--- config.mk ---
export PLATFORM = sky130hd
export DESIGN_NAME = rfe_top
export DESIGN_NICKNAME = d
export VERILOG_FILES = /design/src/rfe_pkg.sv /design/src/rfe_top.sv /design/src/rfe_src_mem.sv
export SDC_FILE = /design/constraint.sdc
export NUM_CORES = 1
export LEC_CHECK = 0
export ABC_CLOCK_PERIOD_IN_PS = 9200
export BUFFER_PORTS_ARGS = -buffer_cell sky130_fd_sc_hd__buf_2
export CAP_MARGIN = 10
export CORE_MARGIN = 10
export CORE_UTILIZATION = 59
export CTS_BUF_LIST = sky130_fd_sc_hd__clkbuf_4 sky130_fd_sc_hd__clkbuf_8
export DETAILED_ROUTE_END_ITERATION = 10
export GPL_TIMING_DRIVEN = 0
export PLACE_DENSITY_LB_ADDON = 0.08
export SLEW_MARGIN = 20
export SYNTH_ARGS = -nofsm -noshare
export SYNTH_HDL_FRONTEND = slang
export SYNTH_SLANG_ARGS = --single-unit
--- constraint.sdc ---
create_clock -name pclk -period 9.2 [get_ports pclk]
set_input_delay 1.84 -clock pclk [delete_from_list [all_inputs] [get_ports pclk]]
set_output_delay 1.84 -clock pclk [all_outputs]
set_load 0.05 [all_outputs]
--- src/rfe_pkg.sv ---
// rfe_pkg: register map, field layout, reset values and constants for the
// resolver feedback and simulated encoder block.
// assumes a 32-bit apb slave at word-aligned byte offsets.
package rfe_pkg;
   // register byte offsets
   localparam logic [7:0] RFE_OFF_CFG = 8'h00;
   localparam logic [7:0] RFE_OFF_SRC = 8'h04;
   localparam logic [7:0] RFE_OFF_NUM = 8'h08;
   localparam logic [7:0] RFE_OFF_POS = 8'h0C;
   localparam logic [7:0] RFE_OFF_STAT = 8'h10;
   localparam logic [7:0] RFE_OFF_MASK = 8'h14;
   localparam logic [7:0] RFE_OFF_INFO = 8'h18;
   // cfg fields
   localparam int RFE_CFG_POLES_LSB = 0; // 4 bits, pole count
   localparam int RFE_CFG_LINES_LSB = 4; // 2 bits: 0=256 1=1024 2=4096
   localparam int RFE_CFG_WBD_BIT = 8;   // wire break check enable
   // reset values
   localparam logic [3:0] RFE_POLES_RST = 4'h2;
   localparam logic [1:0] RFE_LINES_RST = 2'h2;
   localparam logic RFE_WBD_RST = 1'b1;
   // source id: menu in [15:8], parameter in [7:0]; x.05 of slot menu 16
   localparam logic [15:0] RFE_SRC_RST = 16'h1005;
   localparam logic [7:0] RFE_SRC_MENU_MAX = 8'h15; // 21
   localparam logic [7:0] RFE_SRC_PAR_MAX = 8'h33;  // 51
   // numerator in 1/10000 units
   localparam logic [15:0] RFE_NUM_RST = 16'h2710;  // 1.0000
   localparam logic [15:0] RFE_NUM_MAX = 16'h7530;  // 3.0000
   localparam logic [15:0] RFE_NUM_T32 = 16'h0138;  // 0.0312
   localparam logic [15:0] RFE_NUM_T16 = 16'h0271;  // 0.0625
   localparam logic [15:0] RFE_NUM_T8 = 16'h04E2;   // 0.1250
   localparam logic [15:0] RFE_NUM_T4 = 16'h09C4;   // 0.2500
   localparam logic [15:0] RFE_NUM_T2 = 16'h1388;   // 0.5000
   // line count codes
   localparam logic [1:0] RFE_LINES_256 = 2'h0;
   localparam logic [1:0] RFE_LINES_1024 = 2'h1;
   localparam logic [1:0] RFE_LINES_4096 = 2'h2;
   // status bits
   localparam int RFE_ST_TRIP = 0;
   localparam int RFE_ST_CFGERR = 1;
   localparam int RFE_NEVT = 2;
   // number of selectable source slots in the source table
   localparam int RFE_NSRC = 4;
endpackage : rfe_pkg

--- src/rfe_top.sv ---
// rfe_top: resolver feedback configuration, wire break trip and simulated
// quadrature encoder output, with an apb register slave and interrupt.
// assumes position inputs are synchronous to pclk and change by small steps.
// Notes on behaviour
// (RULE1) electrical cycles per rev equals configured pole count divided by two
// (RULE2) pole count accepts only 2, 4, 6 or 8
// (RULE3) configurer sets pole count to motor poles unless resolver is 2-pole
// (RULE4) wire break check disabled means no broken-wire detection at all
// (RULE5) check enabled at reset; detected break raises drive trip
// (RULE6) output source defaults to slot resolver position parameter
// (RULE7) default source reproduces resolver position as quadrature output
// (RULE8) any 16-bit rollover counter source is accepted; code offers only NSRC table slots, picked by the low bits of src_id
// (RULE9) source ids accepted only from 00.00 up to 21.51
// (RULE10) source is multiplied by scale factor, default one
// (RULE11) 14-bit resolution quantizes factor to 1/32 up to 1
// (RULE12) 12-bit floors at 1/8, 10-bit at 1/2, above 0.5 gives 1
// (RULE13) line count is 256, 1024 or 4096 for 10, 12, 14 bits
// (RULE14) output gives four counts per equivalent line
// (RULE15) quadrature steps follow scaled counter changes, wrap is one step
module rfe_top
   import rfe_pkg::*;
#(
   parameter int NSRC = RFE_NSRC
)
(
   // apb slave
   input wire logic pclk,
   input wire logic presetn,
   input wire logic psel,
   input wire logic penable,
   input wire logic pwrite,
   input wire logic [7:0] paddr,
   input wire logic [31:0] pwdata,
   output logic [31:0] prdata,
   output logic pready,
   output logic pslverr,
   // feedback side
   input wire logic [15:0] res_pos,
   input wire logic wire_fault,
   input wire logic [16*NSRC-1:0] alt_pos,
   input wire logic [NSRC-1:0] alt_upd,
   // drive side
   output logic drive_trip,
   output logic [2:0] elec_cycles,
   output logic enc_a,
   output logic enc_b,
   output logic irq
);
   localparam int IW = $clog2(NSRC);

   // configuration registers
   logic [3:0] poles, next_poles;
   logic [1:0] lines, next_lines;
   logic wbd_en, next_wbd_en;
   logic [15:0] src_id, next_src_id;
   logic [15:0] num, next_num;
   logic [RFE_NEVT-1:0] stat, next_stat, mask, next_mask;
   logic [31:0] next_prdata;
   logic next_pready, next_pslverr;
   logic [2:0] next_elec_cycles;
   logic next_drive_trip, next_irq;
   // position path
   logic [15:0] tbl_pos;
   logic [15:0] src_val, scaled, prev_scaled, next_prev_scaled;
   logic [15:0] cnt_pos, next_cnt_pos;
   logic [1:0] quad, next_quad;
   logic next_enc_a, next_enc_b;
   logic [4:0] shift_amt;
   logic [15:0] delta;
   logic wr, rd, cfg_err, trip_evt, use_res;

   assign wr = psel && penable && pwrite && pready;
   assign rd = psel && penable && !pwrite && pready;

   // source table of alternate drive counters
   rfe_src_mem #(.DEPTH(NSRC)) u_mem (
      .pclk(pclk),
      .presetn(presetn),
      .wr_en(alt_upd),
      .wr_data(alt_pos),
      .rd_idx(src_id[IW-1:0]),
      .rd_data(tbl_pos)
   );

   // register write decode and validation
   always_comb
   begin
      next_poles = poles;
      next_lines = lines;
      next_wbd_en = wbd_en;
      next_src_id = src_id;
      next_num = num;
      next_mask = mask;
      cfg_err = 1'b0;
      if (wr)
      begin
         unique case (paddr)
            RFE_OFF_CFG:
            begin
               if (pwdata[RFE_CFG_POLES_LSB +: 4] inside
                  {4'h2, 4'h4, 4'h6, 4'h8}) // RULE2
                  next_poles = pwdata[RFE_CFG_POLES_LSB +: 4];
               else
                  cfg_err = 1'b1;
               if (pwdata[RFE_CFG_LINES_LSB +: 2] != 2'h3) // RULE13
                  next_lines = pwdata[RFE_CFG_LINES_LSB +: 2];
               else
                  cfg_err = 1'b1;
               next_wbd_en = pwdata[RFE_CFG_WBD_BIT];
            end
            RFE_OFF_SRC:
            begin
               // menu.parameter range check
               if (pwdata[15:8] <= RFE_SRC_MENU_MAX &&
                  pwdata[7:0] <= RFE_SRC_PAR_MAX) // RULE9
                  next_src_id = pwdata[15:0]; // RULE8
               else
                  cfg_err = 1'b1;
            end
            RFE_OFF_NUM:
            begin
               if (pwdata[15:0] <= RFE_NUM_MAX)
                  next_num = pwdata[15:0];
               else
                  cfg_err = 1'b1;
            end
            RFE_OFF_MASK: next_mask = pwdata[RFE_NEVT-1:0];
            default: ;
         endcase
      end
   end

   // config registers
   always_ff @(posedge pclk or negedge presetn)
   begin
      if (!presetn)
      begin
         poles <= RFE_POLES_RST;
         lines <= RFE_LINES_RST;
         wbd_en <= RFE_WBD_RST; // RULE5
         src_id <= RFE_SRC_RST; // RULE6
         num <= RFE_NUM_RST; // RULE10
         mask <= '0;
      end
      else
      begin
         poles <= next_poles;
         lines <= next_lines;
         wbd_en <= next_wbd_en;
         src_id <= next_src_id;
         num <= next_num;
         mask <= next_mask;
      end
   end

   // trip, status and read path; set beats the read-clear
   always_comb
   begin
      trip_evt = wbd_en && wire_fault; // RULE4 RULE5
      next_drive_trip = drive_trip || trip_evt; // latched until reset
      next_elec_cycles = 3'(poles >> 1); // RULE1
      next_stat = stat;
      // clear only what the read reported, so a bit set after setup survives
      if (rd && paddr == RFE_OFF_STAT)
         next_stat = stat & ~prdata[RFE_NEVT-1:0];
      if (trip_evt)
         next_stat[RFE_ST_TRIP] = 1'b1;
      if (cfg_err)
         next_stat[RFE_ST_CFGERR] = 1'b1;
      next_irq = |(next_stat & next_mask); // follows a mask write at once
      next_pready = psel && !penable; // one wait-free access phase
      next_pslverr = 1'b0;
      next_prdata = 32'h0000_0000;
      if (psel && !penable)
      begin
         unique case (paddr)
            RFE_OFF_CFG: next_prdata = {23'h0, wbd_en, 2'h0, lines, poles};
            RFE_OFF_SRC: next_prdata = {16'h0, src_id};
            RFE_OFF_NUM: next_prdata = {16'h0, num};
            RFE_OFF_POS: next_prdata = {16'h0, cnt_pos};
            RFE_OFF_STAT: next_prdata = {30'h0, stat};
            RFE_OFF_MASK: next_prdata = {30'h0, mask};
            RFE_OFF_INFO: next_prdata = {29'h0, elec_cycles};
            default: next_pslverr = 1'b1;
         endcase
      end
   end

   // bus and event registers
   always_ff @(posedge pclk or negedge presetn)
   begin
      if (!presetn)
      begin
         stat <= '0;
         irq <= 1'b0;
         drive_trip <= 1'b0;
         elec_cycles <= 3'h1;
         prdata <= 32'h0000_0000;
         pready <= 1'b0;
         pslverr <= 1'b0;
      end
      else
      begin
         stat <= next_stat;
         irq <= next_irq;
         drive_trip <= next_drive_trip;
         elec_cycles <= next_elec_cycles;
         prdata <= next_prdata;
         pready <= next_pready;
         pslverr <= next_pslverr;
      end
   end

   // scale quantization by resolution; shift is right shift of source
   always_comb
   begin
      use_res = (src_id == RFE_SRC_RST); // RULE7
      src_val = use_res ? res_pos : tbl_pos;
      if (num > RFE_NUM_T2)
         shift_amt = 5'h00; // RULE12
      else if (lines == RFE_LINES_256)
         shift_amt = 5'h01; // RULE12
      else if (num > RFE_NUM_T4)
         shift_amt = 5'h01; // RULE11
      else if (num > RFE_NUM_T8)
         shift_amt = 5'h02; // RULE11
      else if (lines == RFE_LINES_1024)
         shift_amt = 5'h03; // RULE12
      else if (num > RFE_NUM_T16)
         shift_amt = 5'h03; // RULE11
      else if (num > RFE_NUM_T32)
         shift_amt = 5'h04; // RULE11
      else
         shift_amt = 5'h05; // RULE11
      scaled = src_val >> shift_amt; // RULE10
   end

   // quadrature stepping: signed delta handles 65535 to 0 wrap as one step
   always_comb
   begin
      delta = scaled - prev_scaled; // RULE15
      next_prev_scaled = prev_scaled;
      next_cnt_pos = cnt_pos;
      next_quad = quad;
      // one count per clock; large jumps are spread over following clocks
      if (delta != 16'h0000)
      begin
         if (delta[15])
         begin
            next_quad = quad - 2'h1;
            next_prev_scaled = prev_scaled - 16'h0001;
            next_cnt_pos = cnt_pos - 16'h0001;
         end
         else
         begin
            next_quad = quad + 2'h1;
            next_prev_scaled = prev_scaled + 16'h0001;
            next_cnt_pos = cnt_pos + 16'h0001;
         end
      end
      // gray order 00,01,11,10 gives four edges per line
      next_enc_a = next_quad[1]; // RULE14
      next_enc_b = next_quad[1] ^ next_quad[0]; // RULE14
   end

   // encoder registers
   always_ff @(posedge pclk or negedge presetn)
   begin
      if (!presetn)
      begin
         prev_scaled <= 16'h0000;
         cnt_pos <= 16'h0000;
         quad <= 2'h0;
         enc_a <= 1'b0;
         enc_b <= 1'b0;
      end
      else
      begin
         prev_scaled <= next_prev_scaled;
         cnt_pos <= next_cnt_pos;
         quad <= next_quad;
         enc_a <= next_enc_a;
         enc_b <= next_enc_b;
      end
   end

   // checks; each label line carries the rule it guards, except irq_level_a and ready_pulse_a
   poles_legal_a: assert property ( // RULE2
      @(posedge pclk) disable iff (!presetn)
      poles inside {4'h2, 4'h4, 4'h6, 4'h8})
      else $error("pole count illegal");
   cycles_half_a: assert property ( // RULE1
      @(posedge pclk) disable iff (!presetn)
      ##1 elec_cycles == 3'($past(poles) >> 1))
      else $error("electrical cycles not poles over two");
   no_check_off_a: assert property ( // RULE4
      @(posedge pclk) disable iff (!presetn)
      !wbd_en && !drive_trip |=> !drive_trip)
      else $error("trip while check disabled");
   trip_raise_a: assert property ( // RULE5
      @(posedge pclk) disable iff (!presetn)
      wbd_en && wire_fault |=> drive_trip && stat[RFE_ST_TRIP])
      else $error("break not tripped");
   trip_held_a: assert property ( // RULE5
      @(posedge pclk) disable iff (!presetn)
      drive_trip |=> drive_trip)
      else $error("trip dropped before reset");
   stat_sticky_a: assert property ( // RULE5
      @(posedge pclk) disable iff (!presetn)
      stat[RFE_ST_TRIP] && !(rd && paddr == RFE_OFF_STAT)
      |=> stat[RFE_ST_TRIP])
      else $error("trip status lost without a read");
   src_range_a: assert property ( // RULE9
      @(posedge pclk) disable iff (!presetn)
      src_id[15:8] <= RFE_SRC_MENU_MAX && src_id[7:0] <= RFE_SRC_PAR_MAX)
      else $error("source id out of range");
   unity_scale_a: assert property ( // RULE10
      @(posedge pclk) disable iff (!presetn)
      num > RFE_NUM_T2 |-> scaled == src_val)
      else $error("unity scale not applied");
   floor_10b_a: assert property ( // RULE12
      @(posedge pclk) disable iff (!presetn)
      lines == RFE_LINES_256 && num <= RFE_NUM_T2 |-> shift_amt == 5'h01)
      else $error("10-bit floor wrong");
   floor_12b_a: assert property ( // RULE12
      @(posedge pclk) disable iff (!presetn)
      lines == RFE_LINES_1024 && num <= RFE_NUM_T8 |-> shift_amt == 5'h03)
      else $error("12-bit floor wrong");
   min_14b_a: assert property ( // RULE11
      @(posedge pclk) disable iff (!presetn)
      lines == RFE_LINES_4096 && num <= RFE_NUM_T32 |-> shift_amt == 5'h05)
      else $error("14-bit 1/32 wrong");
   quad_gray_a: assert property ( // RULE14
      @(posedge pclk) disable iff (!presetn)
      ##1 !(enc_a != $past(enc_a) && enc_b != $past(enc_b)))
      else $error("both phases moved");
   wrap_step_a: assert property ( // RULE15
      @(posedge pclk) disable iff (!presetn)
      scaled == 16'h0000 && prev_scaled == 16'hFFFF
      |=> cnt_pos == $past(cnt_pos) + 16'h0001)
      else $error("wrap not a single step");
   irq_level_a: assert property (
      @(posedge pclk) disable iff (!presetn)
      irq == |(stat & mask))
      else $error("irq not tracking status");
   ready_pulse_a: assert property (
      @(posedge pclk) disable iff (!presetn)
      pready |=> !pready)
      else $error("pready held past one cycle");
   // main scenarios
   trip_c: cover property (@(posedge pclk) disable iff (!presetn)
      $rose(drive_trip));
   step_c: cover property (@(posedge pclk) disable iff (!presetn)
      $changed(enc_a) ##1 $changed(enc_b));
   alt_c: cover property (@(posedge pclk) disable iff (!presetn)
      !use_res && delta != 16'h0000);
   irq_c: cover property (@(posedge pclk) disable iff (!presetn) $rose(irq));
endmodule // rfe_top

--- src/rfe_src_mem.sv ---
// rfe_src_mem: small table of 16-bit rollover source counters, registered
// read port. assumes one writer per entry per clock.
module rfe_src_mem
   import rfe_pkg::*;
#(
   parameter int DEPTH = RFE_NSRC
)
(
   // clock and reset
   input wire logic pclk,
   input wire logic presetn,
   // write side
   input wire logic [DEPTH-1:0] wr_en,
   input wire logic [16*DEPTH-1:0] wr_data,
   // read side
   input wire logic [$clog2(DEPTH)-1:0] rd_idx,
   output logic [15:0] rd_data
);
   logic [15:0] mem [DEPTH];
   logic [15:0] next_rd_data;

   // selection of the addressed entry
   always_comb
   begin
      next_rd_data = mem[rd_idx];
   end

   // entry storage, one per generate slot
   genvar g;
   generate
      for (g = 0; g < DEPTH; g++)
      begin : g_ent
         always_ff @(posedge pclk or negedge presetn)
         begin
            if (!presetn)
               mem[g] <= 16'h0000;
            else if (wr_en[g])
               mem[g] <= wr_data[16*g +: 16];
         end
      end
   endgenerate

   // read data registered
   always_ff @(posedge pclk or negedge presetn)
   begin
      if (!presetn)
         rd_data <= 16'h0000;
      else
         rd_data <= next_rd_data;
   end
endmodule // rfe_src_mem

==> impl_metrics.ini <==
[outcome]
status = finished, final reports clean

[floorplan]
die_w_um = 152.9
core_area_mm2 = 0.01730
rows = 48
die_h_um = 152.9
start_util_pct = 60.27
dieArea_mm2 = 0.02339
io_pins = 171

[clocking]
htree_levels = 4
clockBufferDepth = 2
cts_hold_buf = 0
clkTransAtPathRegs_ns = 0.10
cts_made_buffers = 17
clock_latency_ns = 0.49
cts_tree = done
cts_root_buf = clkbuf_8
cts.sinks = 181
cts_resized = 0
post_cts_buffers = 0

[synth]
synth-edff-count = 0
synth_top_area_share_pct = 40.57
yosys.cell_types.count = 70
ys_top_cells_by_area = dfrtp_1, mux2_2, ha_1
synthArstFlopShare_pct = 100.0
ys_seq_area_share_pct = 43.59
synth_top_area_cell = dfrtp_1
synth.avg_cell_area_um2 = 11.22
syn-cell-area_mm2 = 0.01042
synthCells = 929
ys_ff_latch = 181
ys.flop_type = dfrtp_1
yosysWarnings = 0

[power]
power_density_mw_per_mm2 = 301.2
total_power_uw = 3588
p_leak_uw = 0.005521
irDropWorstVdd_mv = 0.3037

[setup_path]
cp.arrival_ns = 8.84
reg2reg_slack_ns = 0.74
timing.rr.start = num[14]$_DFFE_PN0P_
r2r-end = prev_scaled[15]$_DFFE_PN0N_
startpoint = num[14]$_DFFE_PN0P_
slowest_delay_ns = 0.58
rr_worst_depth = 31
worstSetupPathType = register to register
endpoint_kind = register
cp_max_fo = 32
worstPathRequired_ns = 9.58
endpoint = prev_scaled[15]$_DFFE_PN0N_
cp-start-kind = register
cpMostUsedCell = a21oi_1
crit_path_top_delay_cell = or4_4

[timing]
final-max-slew-violation-count = 0
rsz0062_at_grt = false
max_freq_mhz = 118.2
layout_min_cycle_time_ns = 8.458
finalHoldViolCount = 0
tightest_slew_ns = 0.8733
period_share_pct = 91.93
setup_viol = 0
tns_ns = 0
whs_ns = 0.3865
clock_skew_ns = 0.02059
slew_headroom_pct = 41.78

[worst_hold_path]
hold_path.class = register to register

[drt]
wl_um = 25720
antenna_left = 0
wl_met3_um = 1336
met1_length_um = 11250
wl_met2_um = 12830
drt_first_pass_iters = 7
drcViolationCount = 0
top_layer = met4
drt_iter0_drc = 405
viasPerCell = 5.837
routedWlPerCell_um = 19.26
route.vias.total = 7793

[placement]
dp_hpwl_um = 19580
routabilityCongestion = 0.8428
port_buffers = 132

[grt]
grt_pass1_wl_um = 41910
grt_max_degree = 103
grt_pass1_vias = 8134
grt_usage_pct = 21.98
overflow = 0
grt_antenna_before_repair = 1

[flow_run]
cap_viol_max_count = 0

[layout]
finalNetCount = 1272
synthToLayoutAreaGrowth_pct = 14.27
drive_gt1_share_pct = 31.65
postLayoutCoreUtil_pct = 68.87
==> cell usage after synthesis, drive strengths merged, types with 3 or more instances <==
| master | count |
|---|---|
| a21o | 11 |
| a21oi | 53 |
| a22oi | 9 |
| xor2 | 14 |
| nand3 | 13 |
| a22o | 3 |
| a211oi | 4 |
| mux4 | 23 |
| nor3 | 17 |
| xnor2 | 22 |
| o211ai | 7 |
| nand2b | 8 |
| mux2 | 115 |
| ha | 44 |
| inv | 27 |
| o21ai | 39 |
| nand2 | 52 |
| o21a | 8 |
| or3 | 9 |
| and3 | 8 |
| dfrtp | 169 |
| clkbuf | 22 |
| mux2i | 50 |
| a21boi | 3 |
| nor2 | 71 |
| buf | 31 |
| nor2b | 22 |
| nor4 | 8 |
| nor3b | 7 |
| a31oi | 4 |
| dfstp | 12 |
==> cell type report <==
| cell class | instances | area, µm² |
|---|---|---|
| antenna | 1 | 2.502 |
| buffer | 53 | 280.3 |
| clock buffer | 18 | 241.5 |
| clock inverter | 14 | 207.7 |
| fill | 1357 | 5384 |
| inverter | 27 | 101.3 |
| multi-input combinational | 683 | 5555 |
| sequential | 181 | 4544 |
| tap | 225 | 281.5 |
| timing repair buffer | 133 | 698.2 |
==> registers in the layout (all words and copies together) (netlist names) <==
register and flops:
cnt_pos 16, drive_trip 1, elec_cycles 3, enc_a 1, enc_b 1, irq 1
lines 2, mask 2, num 16, poles 4, prdata 16, pready 1
prev_scaled 16, pslverr 1, quad 1, src_id 16, stat 2, u_mem.mem 64
u_mem.rd_data 16, wbd_en 1
==> metal layers <==
layer	track usage, %	vias up
met2	36.41	184
met3	5.191	27
li1	-	3683
met5	0	-
met4	5.677	0
met1	28.33	3899
==> cells in the final DEF (no fill, tap or decap), drive strengths merged, types with 4 or more instances in the layout <==
| cell | Yosys | final |
|---|---|---|
| dfrtp | 169 | 169 |
| buf | 31 | 164 |
| mux2 | 115 | 115 |
| nor2 | 71 | 71 |
| a21oi | 53 | 53 |
| nand2 | 52 | 52 |
| mux2i | 50 | 50 |
| ha | 44 | 44 |
| clkbuf | 22 | 40 |
| o21ai | 39 | 39 |
| inv | 27 | 34 |
| mux4 | 23 | 23 |
| nor2b | 22 | 22 |
| xnor2 | 22 | 22 |
| nor3 | 17 | 17 |
| conb | 1 | 16 |
| xor2 | 14 | 14 |
| nand3 | 13 | 13 |
| dfstp | 12 | 12 |
| a21o | 11 | 11 |
| or3 | 9 | 9 |
| a22oi | 9 | 9 |
| nand2b | 8 | 8 |
| and3 | 8 | 8 |
| o21a | 8 | 8 |
| nor4 | 8 | 8 |
| o211ai | 7 | 7 |
| nor3b | 7 | 7 |
| clkinv | 0 | 5 |
| a31oi | 4 | 4 |
| a211oi | 4 | 4 |
==> worst min-delay path by stage <==
stage / start / end / slack (ns) / depth (start not counted)
floorplan: poles[1]$_DFFE_PN1P_ / elec_cycles[0]$_DFF_PN1_ / 0.36 / 0
global placement: poles[1]$_DFFE_PN1P_ / elec_cycles[0]$_DFF_PN1_ / 0.37 / 0
detailed placement: poles[1]$_DFFE_PN1P_ / elec_cycles[0]$_DFF_PN1_ / 0.37 / 0
CTS: poles[1]$_DFFE_PN1P_ / elec_cycles[0]$_DFF_PN1_ / 0.39 / 0
global route: poles[1]$_DFFE_PN1P_ / elec_cycles[0]$_DFF_PN1_ / 0.39 / 0
finish: poles[1]$_DFFE_PN1P_ / elec_cycles[0]$_DFF_PN1_ / 0.39 / 0
==> power by group <==
group / switching, µW / total [µW] / internal (µW) / leakage [µW]
Sequential: 105 / 1040 / 937 / 0.00223
Clock: 341 / 604 / 263 / 0.000224
Combinational: 1050 / 1940 / 887 / 0.00307
Total: 1500 / 3590 / 2090 / 0.00552
==> worst max-delay path, delay by kind of cell, from the launching register on <==
kind	cells	cell delay, ns
AOI/OAI and AO/OA	18	4.08
DFF	1	0.43
muxes	2	0.46
adders and majority gates	2	0.65
buffers and inverters	1	0.37
and+or+nand+nor	8	2.36
==> cell families (layout without fill, tap and decap cells) <==
group | count (synthesis) | after routing | synth area share (%)
AND/OR/NAND/NOR | 233 | 233 | 11.82
multiplexers | 188 | 188 | 22.31
flip-flops | 181 | 181 | 43.59
AO/OA/AOI/OAI | 164 | 164 | 9.890
buffers and inverters | 80 | 245 | 3.661
adder cells (fa/ha/maj) | 46 | 46 | 5.665
XOR/XNOR | 36 | 36 | 3.024
other | 1 | 17 | 0.03597
==> metrics by stage <==
| stage | setup WS (ns) | std cells | area [µm²] |
|---|---|---|---|
| final | 0.7421 | 1335 | 11910 |
| after global routing | 0.1350 | 1335 | 11910 |
| after CTS | 0.8253 | 1334 | 11910 |
| after detailed placement | 0.8881 | 1302 | 11460 |
| after global placement | 0.9822 | 1301 | 11420 |
| after floorplan | 2.426 | 944 | 10480 |
Power figures use the tool's default switching activity.
